**config.mk**
```make
export PLATFORM = sky130hd
export DESIGN_NAME = mdc_top
export DESIGN_NICKNAME = d
export VERILOG_FILES = /design/src/mdc_pkg.sv /design/src/mdc_top.sv
export SDC_FILE = /design/constraint.sdc
export NUM_CORES = 2
export LEC_CHECK = 0
export ABC_AREA = 0
export BUFFER_PORTS_ARGS = -buffer_cell sky130_fd_sc_hd__buf_2
export CORE_ASPECT_RATIO = 0.75
export CORE_MARGIN = 2
export CORE_UTILIZATION = 45
export CTS_CLUSTER_SIZE = 10
export DETAILED_ROUTE_END_ITERATION = 6
export PLACE_DENSITY = 0.61
export SLEW_MARGIN = 25
export SYNTH_ARGS = -nofsm -noshare
export SYNTH_HDL_FRONTEND = slang
export SYNTH_SLANG_ARGS = --single-unit
```
**constraint.sdc**
```tcl
create_clock -name hclk -period 6.28 [get_ports hclk]
set_input_delay 0.942 -clock hclk [delete_from_list [all_inputs] [get_ports hclk]]
set_output_delay 0.942 -clock hclk [all_outputs]
set_load 0.02 [all_outputs]
```
**src/mdc_pkg.sv**
```systemverilog
// Purpose: shared constants and types of the multichannel dma controller
// Assumes: 32-bit ahb-lite register bus, 16-bit transaction bus
// Notes:   every register offset is a byte address on the register bus
package mdc_pkg;

   // ---------------------------------------------------------------
   // geometry
   // ---------------------------------------------------------------
   localparam int NCH = 8;
   localparam int CNT_W = 10;
   localparam int SRC_W = 7;
   localparam int NSRC = 128;

   // ---------------------------------------------------------------
   // register map (channel x at x * CH_STRIDE)
   // ---------------------------------------------------------------
   localparam logic [8:0] CH_STRIDE = 9'h020;
   localparam logic [4:0] OFF_CTRL = 5'h00;
   localparam logic [4:0] OFF_REQ = 5'h04;
   localparam logic [4:0] OFF_STA = 5'h08;
   localparam logic [4:0] OFF_STB = 5'h0c;
   localparam logic [4:0] OFF_PAD = 5'h10;
   localparam logic [4:0] OFF_CNT = 5'h14;
   localparam logic [8:0] ADDR_IRQ_STAT = 9'h100;
   localparam logic [8:0] ADDR_IRQ_MASK = 9'h104;
   localparam logic [8:0] ADDR_CH_STAT = 9'h108;

   // ---------------------------------------------------------------
   // field positions and reset values
   // ---------------------------------------------------------------
   localparam int CTL_EN = 15;
   localparam int CTL_SIZE = 14;
   localparam int CTL_DIR = 13;
   localparam int CTL_HALF = 12;
   localparam int CTL_AMODE = 4;
   localparam int CTL_MODE = 0;
   localparam int REQ_FORCE = 15;
   localparam logic [15:0] RST_REG = 16'h0000;

   // ---------------------------------------------------------------
   // mode encodings
   // ---------------------------------------------------------------
   localparam logic [1:0] MODE_CONT = 2'h0;
   localparam logic [1:0] MODE_ONESHOT = 2'h1;
   localparam logic [1:0] MODE_CONT_PP = 2'h2;
   localparam logic [1:0] MODE_ONESHOT_PP = 2'h3;
   localparam logic [1:0] AMODE_INC = 2'h0;
   localparam logic [1:0] AMODE_NOINC = 2'h1;
   localparam logic [1:0] AMODE_PIA = 2'h2;

   // ---------------------------------------------------------------
   // request sources and their peripheral data addresses
   // ---------------------------------------------------------------
   localparam logic [6:0] SRC_EXT_INT_ZERO = 7'h00;
   localparam logic [6:0] SRC_OUTPUT_COMPARE_ONE = 7'h02;
   localparam logic [6:0] SRC_SERIAL_PERIPHERAL_ONE = 7'h0a;
   localparam logic [6:0] SRC_SERIAL_RECEIVER_ONE = 7'h0b;
   localparam logic [6:0] SRC_CONVERTER_ONE = 7'h0d;
   localparam logic [15:0] PA_SERIAL_RECEIVER_ONE = 16'h0226;
   localparam logic [15:0] PA_SERIAL_PERIPHERAL_ONE = 16'h0248;
   localparam logic [15:0] PA_CONVERTER_ONE = 16'h0300;
   localparam logic [15:0] PA_OC_ONE_PRIMARY = 16'h0182;
   localparam logic [15:0] PA_OC_ONE_SECONDARY = 16'h0180;

   // ---------------------------------------------------------------
   // types
   // ---------------------------------------------------------------
   typedef struct packed {
      logic       size;
      logic       dir;
      logic       half;
      logic [1:0] amode;
      logic [1:0] mode;
   } mdc_ctl_t;

   typedef struct packed {
      logic        write;
      logic        mem;
      logic        byte_sz;
      logic [15:0] addr;
      logic [15:0] wdata;
   } mdc_xb_cmd_t;

   typedef enum logic [1:0] {
      ST_IDLE  = 2'b00,
      ST_READ  = 2'b01,
      ST_WRITE = 2'b10
   } mdc_st_t;

endpackage

```
**src/mdc_top.sv**
```systemverilog
// Purpose: eight-channel dma controller between peripherals and dual_port_memory
// Assumes: peripheral requests and offsets come from logic on hclk
// Notes:   registers over ahb-lite; data moves over a private transaction bus
//
// The AHB-Lite slave port and the placing of the registers were decided locally.
`timescale 1ns/1ps

module mdc_top
(
   input  wire logic                 hclk,
   input  wire logic                 hresetn,
   input  wire logic                 hsel,
   input  wire logic [31:0]          haddr,
   input  wire logic [1:0]           htrans,
   input  wire logic                 hwrite,
   input  wire logic [2:0]           hsize,
   input  wire logic [31:0]          hwdata,
   input  wire logic                 hready,
   output logic                      hreadyout,
   output logic [31:0]               hrdata,
   output logic                      hresp,
   input  wire logic [127:0]         periph_req,
   input  wire logic [15:0]          pia_offset,
   output logic                      xb_valid,
   output mdc_pkg::mdc_xb_cmd_t      xb_cmd,
   input  wire logic                 xb_ready,
   input  wire logic [15:0]          xb_rdata,
   output logic                      irq
);

   localparam int N = mdc_pkg::NCH;

   // ---------------------------------------------------------------
   // declarations
   // ---------------------------------------------------------------
   mdc_pkg::mdc_ctl_t ctl [N];
   logic [6:0]        src [N];
   logic [15:0]       sta [N];
   logic [15:0]       stb [N];
   logic [15:0]       pad [N];
   logic [9:0]        cnt [N];
   logic [15:0]       ptr [N];
   logic [9:0]        idx [N];
   logic [N-1:0]      en;
   logic [N-1:0]      force_req;
   logic [N-1:0]      ping;
   logic [N-1:0]      pend;
   logic [N-1:0]      irq_stat;
   logic [N-1:0]      irq_mask;
   logic              dp_wr;
   logic              dp_rd;
   logic              rd_done;
   logic [8:0]        dp_addr;
   logic              accept;
   logic              wr_go;
   logic [2:0]        wr_ch;
   logic [4:0]        wr_off;
   logic              wr_glob;
   mdc_pkg::mdc_st_t  st;
   logic [2:0]        cur;
   logic [15:0]       maddr;
   logic [15:0]       data;
   logic              gnt_any;
   logic [2:0]        gnt;
   logic              done;
   logic [N-1:0]      ev;
   logic [31:0]       next_rdata;

   // ---------------------------------------------------------------
   // ahb-lite slave: writes zero wait, reads one wait state
   // ---------------------------------------------------------------
   assign accept = hsel & htrans[1] & hready;
   assign hreadyout = !(dp_rd & !rd_done);
   assign hresp = 1'b0;
   assign wr_go = dp_wr;
   assign wr_ch = dp_addr[7:5];
   assign wr_off = dp_addr[4:0];
   assign wr_glob = dp_addr[8];

   always_ff @(posedge hclk or negedge hresetn)
   begin
      if (!hresetn)
      begin
         dp_wr <= 1'b0;
         dp_rd <= 1'b0;
         dp_addr <= 9'h000;
      end
      else if (hready)
      begin
         dp_wr <= accept & hwrite;
         dp_rd <= accept & !hwrite;
         dp_addr <= haddr[8:0];
      end
   end

   always_comb
   begin
      next_rdata = 32'h0000_0000;
      if (wr_glob)
      begin
         case (dp_addr)
            mdc_pkg::ADDR_IRQ_STAT: next_rdata = {24'h00_0000, irq_stat};
            mdc_pkg::ADDR_IRQ_MASK: next_rdata = {24'h00_0000, irq_mask};
            mdc_pkg::ADDR_CH_STAT:
               next_rdata = {12'h000, st != mdc_pkg::ST_IDLE, cur, ping, en};
            default: next_rdata = 32'h0000_0000;
         endcase
      end
      else
      begin
         case (wr_off)
            mdc_pkg::OFF_CTRL:
               next_rdata = {16'h0000, en[wr_ch], ctl[wr_ch].size, ctl[wr_ch].dir,
                             ctl[wr_ch].half, 6'h00, ctl[wr_ch].amode, 2'h0,
                             ctl[wr_ch].mode};
            mdc_pkg::OFF_REQ:
               next_rdata = {16'h0000, force_req[wr_ch], 8'h00, src[wr_ch]};
            // start address reads return the live buffer pointer
            mdc_pkg::OFF_STA: next_rdata = {16'h0000, ptr[wr_ch]};
            mdc_pkg::OFF_STB: next_rdata = {16'h0000, ptr[wr_ch]};
            mdc_pkg::OFF_PAD: next_rdata = {16'h0000, pad[wr_ch]};
            mdc_pkg::OFF_CNT: next_rdata = {22'h00_0000, cnt[wr_ch]};
            default: next_rdata = 32'h0000_0000;
         endcase
      end
   end

   always_ff @(posedge hclk or negedge hresetn)
   begin
      if (!hresetn)
      begin
         hrdata <= 32'h0000_0000;
         rd_done <= 1'b0;
      end
      else if (dp_rd & !rd_done)
      begin
         hrdata <= next_rdata;
         rd_done <= 1'b1;
      end
      else
      begin
         rd_done <= 1'b0;
      end
   end

   // ---------------------------------------------------------------
   // per-channel configuration registers
   // ---------------------------------------------------------------
   always_ff @(posedge hclk or negedge hresetn)
   begin
      if (!hresetn)
      begin
         for (int i = 0; i < N; i++)
         begin
            ctl[i] <= '0;
            src[i] <= 7'h00;
            sta[i] <= mdc_pkg::RST_REG;
            stb[i] <= mdc_pkg::RST_REG;
            pad[i] <= mdc_pkg::RST_REG;
            cnt[i] <= 10'h000;
         end
      end
      else if (wr_go & !wr_glob)
      begin
         case (wr_off)
            mdc_pkg::OFF_CTRL:
            begin
               ctl[wr_ch].size <= hwdata[mdc_pkg::CTL_SIZE];
               ctl[wr_ch].dir <= hwdata[mdc_pkg::CTL_DIR];
               ctl[wr_ch].half <= hwdata[mdc_pkg::CTL_HALF];
               ctl[wr_ch].amode <= hwdata[mdc_pkg::CTL_AMODE +: 2];
               ctl[wr_ch].mode <= hwdata[mdc_pkg::CTL_MODE +: 2];
            end
            mdc_pkg::OFF_REQ:
            begin
               src[wr_ch] <= hwdata[6:0];
               // known sources other than external interrupt zero preload their peripheral data address
               case (hwdata[6:0])
                  mdc_pkg::SRC_SERIAL_RECEIVER_ONE:
                     pad[wr_ch] <= mdc_pkg::PA_SERIAL_RECEIVER_ONE;
                  mdc_pkg::SRC_SERIAL_PERIPHERAL_ONE:
                     pad[wr_ch] <= mdc_pkg::PA_SERIAL_PERIPHERAL_ONE;
                  mdc_pkg::SRC_CONVERTER_ONE:
                     pad[wr_ch] <= mdc_pkg::PA_CONVERTER_ONE;
                  mdc_pkg::SRC_OUTPUT_COMPARE_ONE:
                     pad[wr_ch] <= mdc_pkg::PA_OC_ONE_PRIMARY;
                  // external interrupt zero has no data address: keep it
                  default: pad[wr_ch] <= pad[wr_ch];
               endcase
            end
            mdc_pkg::OFF_STA: sta[wr_ch] <= hwdata[15:0];
            mdc_pkg::OFF_STB: stb[wr_ch] <= hwdata[15:0];
            // secondary compare at PA_OC_ONE_SECONDARY is reached by writing here
            mdc_pkg::OFF_PAD: pad[wr_ch] <= hwdata[15:0];
            mdc_pkg::OFF_CNT: cnt[wr_ch] <= hwdata[9:0];
            default: ctl[wr_ch] <= ctl[wr_ch];
         endcase
      end
   end

   // ---------------------------------------------------------------
   // request capture and fixed priority arbitration
   // ---------------------------------------------------------------
   always_ff @(posedge hclk or negedge hresetn)
   begin
      if (!hresetn)
         pend <= '0;
      else
      begin
         for (int i = 0; i < N; i++)
         begin
            // a new request in the grant cycle survives the clear
            if (en[i] & periph_req[src[i]])
               pend[i] <= 1'b1;
            else if (st == mdc_pkg::ST_IDLE && gnt_any && gnt == 3'(i))
               pend[i] <= 1'b0;
         end
      end
   end

   always_comb
   begin
      gnt_any = 1'b0;
      gnt = 3'h0;
      for (int i = N - 1; i >= 0; i--)
      begin
         if (en[i] & (pend[i] | force_req[i]))
         begin
            gnt_any = 1'b1;
            gnt = 3'(i);
         end
      end
   end

   // ---------------------------------------------------------------
   // transfer engine on the private transaction bus
   // ---------------------------------------------------------------
   assign done = (st == mdc_pkg::ST_WRITE) & xb_ready;

   always_ff @(posedge hclk or negedge hresetn)
   begin
      if (!hresetn)
      begin
         st <= mdc_pkg::ST_IDLE;
         cur <= 3'h0;
         maddr <= 16'h0000;
         data <= 16'h0000;
         xb_valid <= 1'b0;
         xb_cmd <= '0;
      end
      else
      begin
         case (st)
            mdc_pkg::ST_IDLE:
            begin
               if (gnt_any)
               begin
                  cur <= gnt;
                  xb_valid <= 1'b1;
                  xb_cmd.write <= 1'b0;
                  xb_cmd.byte_sz <= ctl[gnt].size;
                  xb_cmd.wdata <= 16'h0000;
                  // peripheral indirect adds the peripheral's offset
                  if (ctl[gnt].amode[1])
                     maddr <= (ping[gnt] ? stb[gnt] : sta[gnt]) + pia_offset;
                  else
                     maddr <= ptr[gnt];
                  if (ctl[gnt].dir)
                  begin
                     xb_cmd.mem <= 1'b1;
                     xb_cmd.addr <= ctl[gnt].amode[1] ?
                        (ping[gnt] ? stb[gnt] : sta[gnt]) + pia_offset : ptr[gnt];
                  end
                  else
                  begin
                     xb_cmd.mem <= 1'b0;
                     xb_cmd.addr <= pad[gnt];
                  end
                  st <= mdc_pkg::ST_READ;
               end
            end
            mdc_pkg::ST_READ:
            begin
               if (xb_ready)
               begin
                  data <= xb_rdata;
                  xb_cmd.write <= 1'b1;
                  xb_cmd.mem <= !ctl[cur].dir;
                  xb_cmd.addr <= ctl[cur].dir ? pad[cur] : maddr;
                  xb_cmd.wdata <= ctl[cur].size ? {8'h00, xb_rdata[7:0]} : xb_rdata;
                  st <= mdc_pkg::ST_WRITE;
               end
            end
            mdc_pkg::ST_WRITE:
            begin
               if (xb_ready)
               begin
                  xb_valid <= 1'b0;
                  xb_cmd <= '0;
                  st <= mdc_pkg::ST_IDLE;
               end
            end
            default: st <= mdc_pkg::ST_IDLE;
         endcase
      end
   end

   // ---------------------------------------------------------------
   // channel progress: enable, force, pointer, count, ping-pong
   // ---------------------------------------------------------------
   always_ff @(posedge hclk or negedge hresetn)
   begin
      if (!hresetn)
      begin
         en <= '0;
         force_req <= '0;
         ping <= '0;
         for (int i = 0; i < N; i++)
         begin
            ptr[i] <= mdc_pkg::RST_REG;
            idx[i] <= 10'h000;
         end
      end
      else
      begin
         if (done)
         begin
            force_req[cur] <= 1'b0;
            if (idx[cur] == cnt[cur])
            begin
               idx[cur] <= 10'h000;
               case (ctl[cur].mode)
                  mdc_pkg::MODE_CONT: ptr[cur] <= sta[cur];
                  mdc_pkg::MODE_ONESHOT:
                  begin
                     en[cur] <= 1'b0;
                     ptr[cur] <= sta[cur];
                  end
                  mdc_pkg::MODE_CONT_PP:
                  begin
                     ping[cur] <= !ping[cur];
                     ptr[cur] <= ping[cur] ? sta[cur] : stb[cur];
                  end
                  default:
                  begin
                     // one block from each buffer, then stop
                     ping[cur] <= !ping[cur];
                     ptr[cur] <= ping[cur] ? sta[cur] : stb[cur];
                     if (ping[cur])
                        en[cur] <= 1'b0;
                  end
               endcase
            end
            else
            begin
               idx[cur] <= idx[cur] + 10'h001;
               if (ctl[cur].amode == mdc_pkg::AMODE_INC)
                  ptr[cur] <= ptr[cur] + (ctl[cur].size ? 16'h0001 : 16'h0002);
            end
         end
         if (wr_go & !wr_glob)
         begin
            if (wr_off == mdc_pkg::OFF_CTRL)
            begin
               en[wr_ch] <= hwdata[mdc_pkg::CTL_EN];
               if (hwdata[mdc_pkg::CTL_EN] & !en[wr_ch])
               begin
                  ptr[wr_ch] <= sta[wr_ch];
                  idx[wr_ch] <= 10'h000;
                  ping[wr_ch] <= 1'b0;
               end
            end
            // software may set force but never clear it
            if (wr_off == mdc_pkg::OFF_REQ && hwdata[mdc_pkg::REQ_FORCE])
               force_req[wr_ch] <= 1'b1;
            if (wr_off == mdc_pkg::OFF_STA && !en[wr_ch])
               ptr[wr_ch] <= hwdata[15:0];
         end
      end
   end

   // ---------------------------------------------------------------
   // interrupt status, write one to clear, set wins
   // ---------------------------------------------------------------
   always_comb
   begin
      ev = '0;
      if (done)
      begin
         if (ctl[cur].half)
            ev[cur] = idx[cur] == (cnt[cur] >> 1);
         else
            ev[cur] = idx[cur] == cnt[cur];
      end
   end

   always_ff @(posedge hclk or negedge hresetn)
   begin
      if (!hresetn)
      begin
         irq_stat <= '0;
         irq_mask <= '0;
         irq <= 1'b0;
      end
      else
      begin
         if (wr_go && dp_addr == mdc_pkg::ADDR_IRQ_STAT)
            irq_stat <= (irq_stat & ~hwdata[N-1:0]) | ev;
         else
            irq_stat <= irq_stat | ev;
         if (wr_go && dp_addr == mdc_pkg::ADDR_IRQ_MASK)
            irq_mask <= hwdata[N-1:0];
         irq <= |(irq_stat & irq_mask);
      end
   end

endmodule

```
**Word-level counts from Yosys, hierarchy flattened**

Cells that the tools add are included.

- Logic and storage cells: 509
- Register bits: 934
- Input port bits: 235
- Output and inout bits: 71

- Bitwise operators: 65
- Reduce and logical (&&, ||, !) cells: 56
- Add/sub/neg operators: 3
- Muxes and demuxes: 215
- Equal/unequal tests: 28
- Order comparisons: 18

Operator list:

| kind | number |
|---|---|
| 128-bit bitwise mux | 9 |
| 128-bit two-way mux | 9 |
| 16-bit binary-select mux with 3-bit select | 11 |
| 128-bit case mux with 4 select lines | 1 |
| 16-bit two-way mux | 30 |
| 80-bit two-way mux | 5 |
| 56-bit bitwise mux | 7 |
| 128-bit case mux with 2 select lines | 1 |
| 104-bit bitwise AND | 2 |
| 104-bit inverter | 2 |
| 80-bit bitwise AND | 2 |
| 80-bit bitwise mux | 2 |
| 80-bit inverter | 2 |
| 8-bit two-way mux | 17 |
| 7-bit demux with 3-bit select | 6 |
| 112-bit bitwise AND | 1 |
| 112-bit inverter | 1 |
| 56-bit case mux with 2 select lines | 1 |
| 96-bit bitwise AND | 1 |
| 16-bit demux with 3-bit select | 2 |
| 96-bit inverter | 1 |
| 32-bit case mux with 3 select lines | 1 |
| 10-bit binary-select mux with 3-bit select | 3 |
| 7-bit binary-select mux with 3-bit select | 4 |
| other kinds (65) | 264 |

**Longest topological paths before layout**

- Depth after elaboration: 20
- Depth in mapped cells: 25

**Worst setup path before layout**

OpenSTA, ideal clock, no wires.

- Path type: reg-to-reg
- Start: register en[7]
- End: register maddr[15]
- Stages on the path, launching flop included: 24
- Period minus slack after synthesis: 5600 ps
- Required time: 6185 ps
- Data arrival time: 5504 ps
- Path slack: 680 ps
- Cell sequence: dfrtp_1 -> o21ai_0 -> a211oi_1 -> o21a_1 -> buf_2 -> buf_2 -> buf_1 -> clkbuf_1 -> clkbuf_1 -> clkbuf_1 -> a311oi_1 -> a311oi_1 -> a21oi_1 -> ha_1 -> a211oi_1 -> o211ai_1 -> a31oi_1 -> o21ai_0 -> o41ai_1 -> o21ai_0 -> and3_1 -> o211ai_1 -> nand2_1 -> o31ai_1

- Longest elaborated chain between the ends: 16

RTL lines:

| element | RTL line | source |
|---|---|---|
| start: declaration | mdc_top.sv:44 | `logic [N-1:0] en;` |
| start signal: indexed assignment | mdc_top.sv:365 | `en[wr_ch] <= hwdata[mdc_pkg::CTL_EN];` |
| 1-bit bitwise AND (*) | mdc_top.sv:227 | `if (en[i] & (pend[i] \| force_req[i]))` |
| 3-bit two-way mux (8 in a row) | mdc_top.sv:227 |  |
| 3-bit inverter with 4-bit output (not written as such) | mdc_top.sv:264, mdc_top.sv:265, mdc_top.sv:267 |  |
| 16-bit binary-select mux with 3-bit select | mdc_top.sv:265 | `maddr <= (ping[gnt] ? stb[gnt] : sta[gnt]) + pia_offset;` |
| 16-bit two-way mux (not written as such) (2 in a row) | mdc_top.sv:265 |  |
| 16-bit two-way mux | mdc_top.sv:265 |  |
| 16-bit adder | mdc_top.sv:265 |  |
| 16-bit two-way mux | mdc_top.sv:264 | `if (ctl[gnt].amode[1])` |
| end signal: assignment | mdc_top.sv:265 |  |
| end signal: assignment | mdc_top.sv:267 | `maddr <= ptr[gnt];` |
| end: declaration | mdc_top.sv:61 | `logic [15:0] maddr;` |

Every way passes the cells marked *; elsewhere a longest branch is shown, timed or not. The select of a mux whose other input is x is not followed.
A chain may end at the register's enable or synchronous reset.

**Worst setup path in the final report**

- Start: register force_req[2]
- End: register xb_cmd[31] (netlist name)

- Longest elaborated chain between the ends: 15

RTL lines:

| element | RTL line | source |
|---|---|---|
| start: declaration | mdc_top.sv:45 | `logic [N-1:0] force_req;` |
| start signal: assignment | mdc_top.sv:316 | `force_req <= '0;` |
| start signal: indexed assignment | mdc_top.sv:328 | `force_req[cur] <= 1'b0;` |
| start signal: indexed assignment | mdc_top.sv:375 | `force_req[wr_ch] <= 1'b1;` |
| 1-bit OR (*) | mdc_top.sv:227 |  |
| 1-bit bitwise AND (*) | mdc_top.sv:227 |  |
| 3-bit two-way mux (3 in a row) | mdc_top.sv:227 |  |
| 3-bit inverter with 4-bit output (not written as such) | - |  |
| 16-bit binary-select mux with 3-bit select | mdc_top.sv:272 | `(ping[gnt] ? stb[gnt] : sta[gnt]) + pia_offset : ptr[gnt];` |
| 16-bit two-way mux (not written as such) (2 in a row) | mdc_top.sv:272 |  |
| 16-bit two-way mux | mdc_top.sv:272 |  |
| 16-bit adder | mdc_top.sv:272 |  |
| 16-bit two-way mux | mdc_top.sv:271 | `xb_cmd.addr <= ctl[gnt].amode[1] ?` |
| 16-bit two-way mux | mdc_top.sv:268 | `if (ctl[gnt].dir)` |
| 35-bit two-way mux | mdc_top.sv:256 | `if (gnt_any)` |
| 32-bit case mux with 3 select lines | mdc_top.sv:253 | `case (st)` |
| end: declaration | mdc_top.sv:25 | `output mdc_pkg::mdc_xb_cmd_t xb_cmd,` |

Marked as above.

==> impl_metrics.ini <==
[sta]
timing.fmax_mhz = 171
max-slew-margin-rel_pct = 10.7
fin_crit_ns = 5.84
worst_pin_slew_ns = 1.33
rsz0062_at_grt = false
fin_crit_sh_pct = 93.0
setup_violations = 0
fin_setup_tns_ns = 0
fin_worst_skew_ns = 0.0435
final-hold-violation-count = 0
slew_violations = 0

[flow_run]
maxCapViolCount = 0

[detailed_routing]
route.detailed.wl_per_inst_um = 38.0
drc_errors = 30
drt.antenna.violating_nets = 0
postRouteWirelength_mm = 317
drt-vias-per-instance = 7.45
drt_iter0_markers = 10500
vias = 62300
drt-pass1-iter-count = 7

[yosys]
synth_cells = 6366
syn_avg_cell_area_sq_um = 9.94
number_of_synthesized_flops_with_an_enable_pin = 0
async_reset_ff_share_pct = 100
ys_ff_latch = 922
warnings_synthesis = 0
synth.yosys.seq_area_share_pct = 36.5
synthDistinctLibCells = 88
synth_ff_type = sky130_fd_sc_hd__dfrtp_1
syn_area_sq_um = 63300

[clock_tree]
h-tree-depth = 3
clk_latency_ns = 0.79
cts-root-buf = sky130_fd_sc_hd__clkbuf_16
maximum_root_to_sink_buffer_count = 3
path_clk_slew_ns = 0.06
clock_sink_count = 922
clock_tree_from_tritoncts = built
number_of_buffers_created_by_cts = 107

[critical_path]
crit_type = reg2reg
crit_path_max_incr_delay_ns = 0.48
setup.reg_to_reg.worst_slack_ns = 0.44
critPathLaunchType = flip-flop
timing.critical_path.slowest_stage_cell = sky130_fd_sc_hd__o21ai_0
cp_data_required_time_ns = 6.98
cp_cell_sequence = o21ai_0 -> a21boi_0 -> a21oi_1 -> buf_4 -> nor2_4 -> buf_12 -> nand2_1 -> and3_1 -> a311oi_1 -> a311oi_1 -> a21oi_1 -> ha_1 -> o21ai_0 -> o211ai_1 -> a31oi_1 -> o21ai_0 -> o41ai_1 -> buf_4 -> o21ai_0 -> and3_1 -> o211ai_1 -> nand3_1 -> a21oi_1
r2r-end = xb_cmd[31]
worst-endpoint-arrival_ns = 6.54
endpoint_kind = flip-flop
crit-reg2reg-launch = force_req[2]
timing.critical_path.fanout_max = 47
cell_with_the_most_instances_on_the_worst_path = sky130_fd_sc_hd__o21ai_0
reg2regPathDepth = 23

[placement]
dpl.hpwl_mm = 211
gp_routability_congestion = 1.05
numPortBuffers = 249

[die]
floorplan.initialDensity_pct = 45.2
placementRows = 119
floorplan.die.width_um = 437
design.portCount = 306
die_area_sq_um = 144000
die_height_um = 329
placeable_core_area_sq_um = 140000

[global_routing]
global_route_wire_length_before_repair_mm = 445
grt_antenna_before_repair = 38
via_count_of_the_first_global_routing_pass = 58100
gr-usage-all-layers_pct = 43.1
grt_max_degree = 145
global_route.overflow_total = 0

[pwr]
vdd_drop_max_v = 0.000245
power-per-cell-area_nw_per_um2 = 282
leakagePower_nw = 28.3

[layout]
layout.nets = 6683
synthToLayoutAreaGrowth_pct = 11.5
finalCoreUtilization_pct = 50.4
layout_cell_share_with_drive_strength_beyond_1_pct = 26.8

[min_path]
hp-class = in2async

[outcome]
outcome = complete, but fails checks
failed_checks = design-rule violations
## stage by stage
stage	power [mW]	std cells	worst slack (ns)	cell area [sq um]	hold WS, ns
after global placement	13.4	8184	0.132	67200	0.459
after CTS	19.5	8335	0.265	70400	0.219
after global routing	20.4	8347	0.0800	70500	0.276
after floorplan	10.6	6378	0.680	63300	0.443
final	19.9	8364	0.440	70500	0.234
after detailed placement	13.5	8184	0.253	67300	0.465
## cells by family after synthesis
group	after synthesis	synth area share, %
AO/OA/AOI/OAI	1768	18.9
XOR/XNOR	50	0.692
adder cells (fa/ha/maj)	28	0.578
buffers and inverters	639	4.15
flip-flops	922	36.5
multiplexers	1115	26.5
other	1	0.00593
AND/OR/NAND/NOR	1843	12.6
## synth_stat cells (39+ instances only)
library cell               count  share of area, %
sky130_fd_sc_hd__and3_1       76              0.75
sky130_fd_sc_hd__mux2i_1     189               3.0
sky130_fd_sc_hd__nand2_1     940               5.6
sky130_fd_sc_hd__a22o_1       86               1.2
sky130_fd_sc_hd__nand3_1     188               1.5
sky130_fd_sc_hd__a21oi_1     367               2.9
sky130_fd_sc_hd__nor2_1      402               2.4
sky130_fd_sc_hd__o22ai_1     150               1.5
sky130_fd_sc_hd__buf_2        46              0.36
sky130_fd_sc_hd__buf_1       100              0.59
sky130_fd_sc_hd__nand4_1      62              0.61
sky130_fd_sc_hd__a221oi_1    113               1.6
sky130_fd_sc_hd__dfrtp_1     922                36
sky130_fd_sc_hd__a22oi_1     349               4.1
sky130_fd_sc_hd__mux4_2      395                14
sky130_fd_sc_hd__clkbuf_1    434               2.6
sky130_fd_sc_hd__mux2_2      528               9.4
sky130_fd_sc_hd__o21ai_0     273               2.2
sky130_fd_sc_hd__a311oi_1     72               1.0
sky130_fd_sc_hd__nor3_1       43              0.34
sky130_fd_sc_hd__a31oi_1      39              0.39
## flip-flops by register name, indices dropped and copies added (netlist names), 2 cells and up
| name | flops |
|---|---|
| pad | 128 |
| ptr | 128 |
| sta | 128 |
| stb | 128 |
| cnt | 80 |
| idx | 80 |
| ctl | 56 |
| src | 56 |
| xb_cmd | 35 |
| hrdata | 20 |
| maddr | 16 |
| dp_addr | 9 |
| en | 8 |
| force_req | 8 |
| irq_mask | 8 |
| irq_stat | 8 |
| pend | 8 |
| ping | 8 |
| cur | 3 |
| st | 2 |
## critical path, delay by kind of cell (launching register included)
family | cells | cell delay, ns
DFF | 1 | 0.40
AOI/OAI and AO/OA | 14 | 3.50
and+or+nand+nor | 5 | 0.86
adders and majority gates | 1 | 0.37
buffers and inverters | 3 | 0.61
## layout by cell type, fill, tap and decap left out, drive strengths merged, types with 15 or more instances in the layout
cell type and count:
a22oi 349, buf 549, a2bb2oi 20, nand4 62
xnor2 27, a21oi 369, o21ai 310, mux2i 192
dfrtp 922, nand2 941, nor2b 17, nor2 403
o22a 16, a21o 25, o22ai 152, nand2b 21
a311oi 72, o2bb2ai 19, a22o 86, clkbuf 136
o221ai 28, nor3b 17, and2 16, a221o 15
diode 27, a221oi 113, nor3 44, ha 26
xor2 23, and3 76, inv 21, mux4 395
a211oi 35, nand3 188, a31oi 39, mux2 528
a222oi 19, o31ai 21
## report_power, final
| group | internal, mW | total, mW | leakage (nW) | switching (mW) |
|---|---|---|---|---|
| sequential | 6.44 | 7.07 | 11.5 | 0.627 |
| combinational | 2.22 | 6.74 | 15.2 | 4.52 |
| clock | 3.34 | 6.10 | 1.54 | 2.75 |
| total | 12.0 | 19.9 | 28.3 | 7.90 |
## how the worst max path moves through the flow
| stage | start | slack [ns] | to | depth (start not counted) |
|---|---|---|---|---|
| 6_report | force_req[2] | 0.44 | xb_cmd[31] | 23 |
| 2_1_floorplan | en[7] | 0.68 | maddr[15] | 23 |
| 3_3_place_gp | force_req[3] | 0.13 | xb_cmd[31] | 23 |
| 5_1_grt | force_req[2] | 0.08 | xb_cmd[31] | 24 |
| 4_1_cts | pend[3] | 0.27 | xb_cmd[31] | 23 |
| 3_5_place_dp | force_req[3] | 0.25 | xb_cmd[31] | 23 |
## timing repair
action                     in CTS  in global routing
hold buffers                    0                  0
hold endpoints to repair        0                  0
resized for setup               0                  1
setup buffers                   0                  2
setup endpoints to repair       0                  3
## final cells by class
class | count | area (sq um)
Multi-Input combinational cell | 4817 | 38000
Clock inverter | 15 | 303
Inverter | 23 | 87.6
Tap cell | 1875 | 2350
Antenna cell | 27 | 67.6
Clock buffer | 136 | 2870
Sequential cell | 922 | 23100
Fill cell | 12800 | 69400
Timing Repair Buffer | 549 | 3750
## metal layers
layer  GRT usage [%]  routed length [um]
met5               0                 345
met4            24.2               21500
met3            19.6               51100
met2            57.2              125000
met1            57.7              120000
Note: power is estimated with default switching activity, not from simulation.
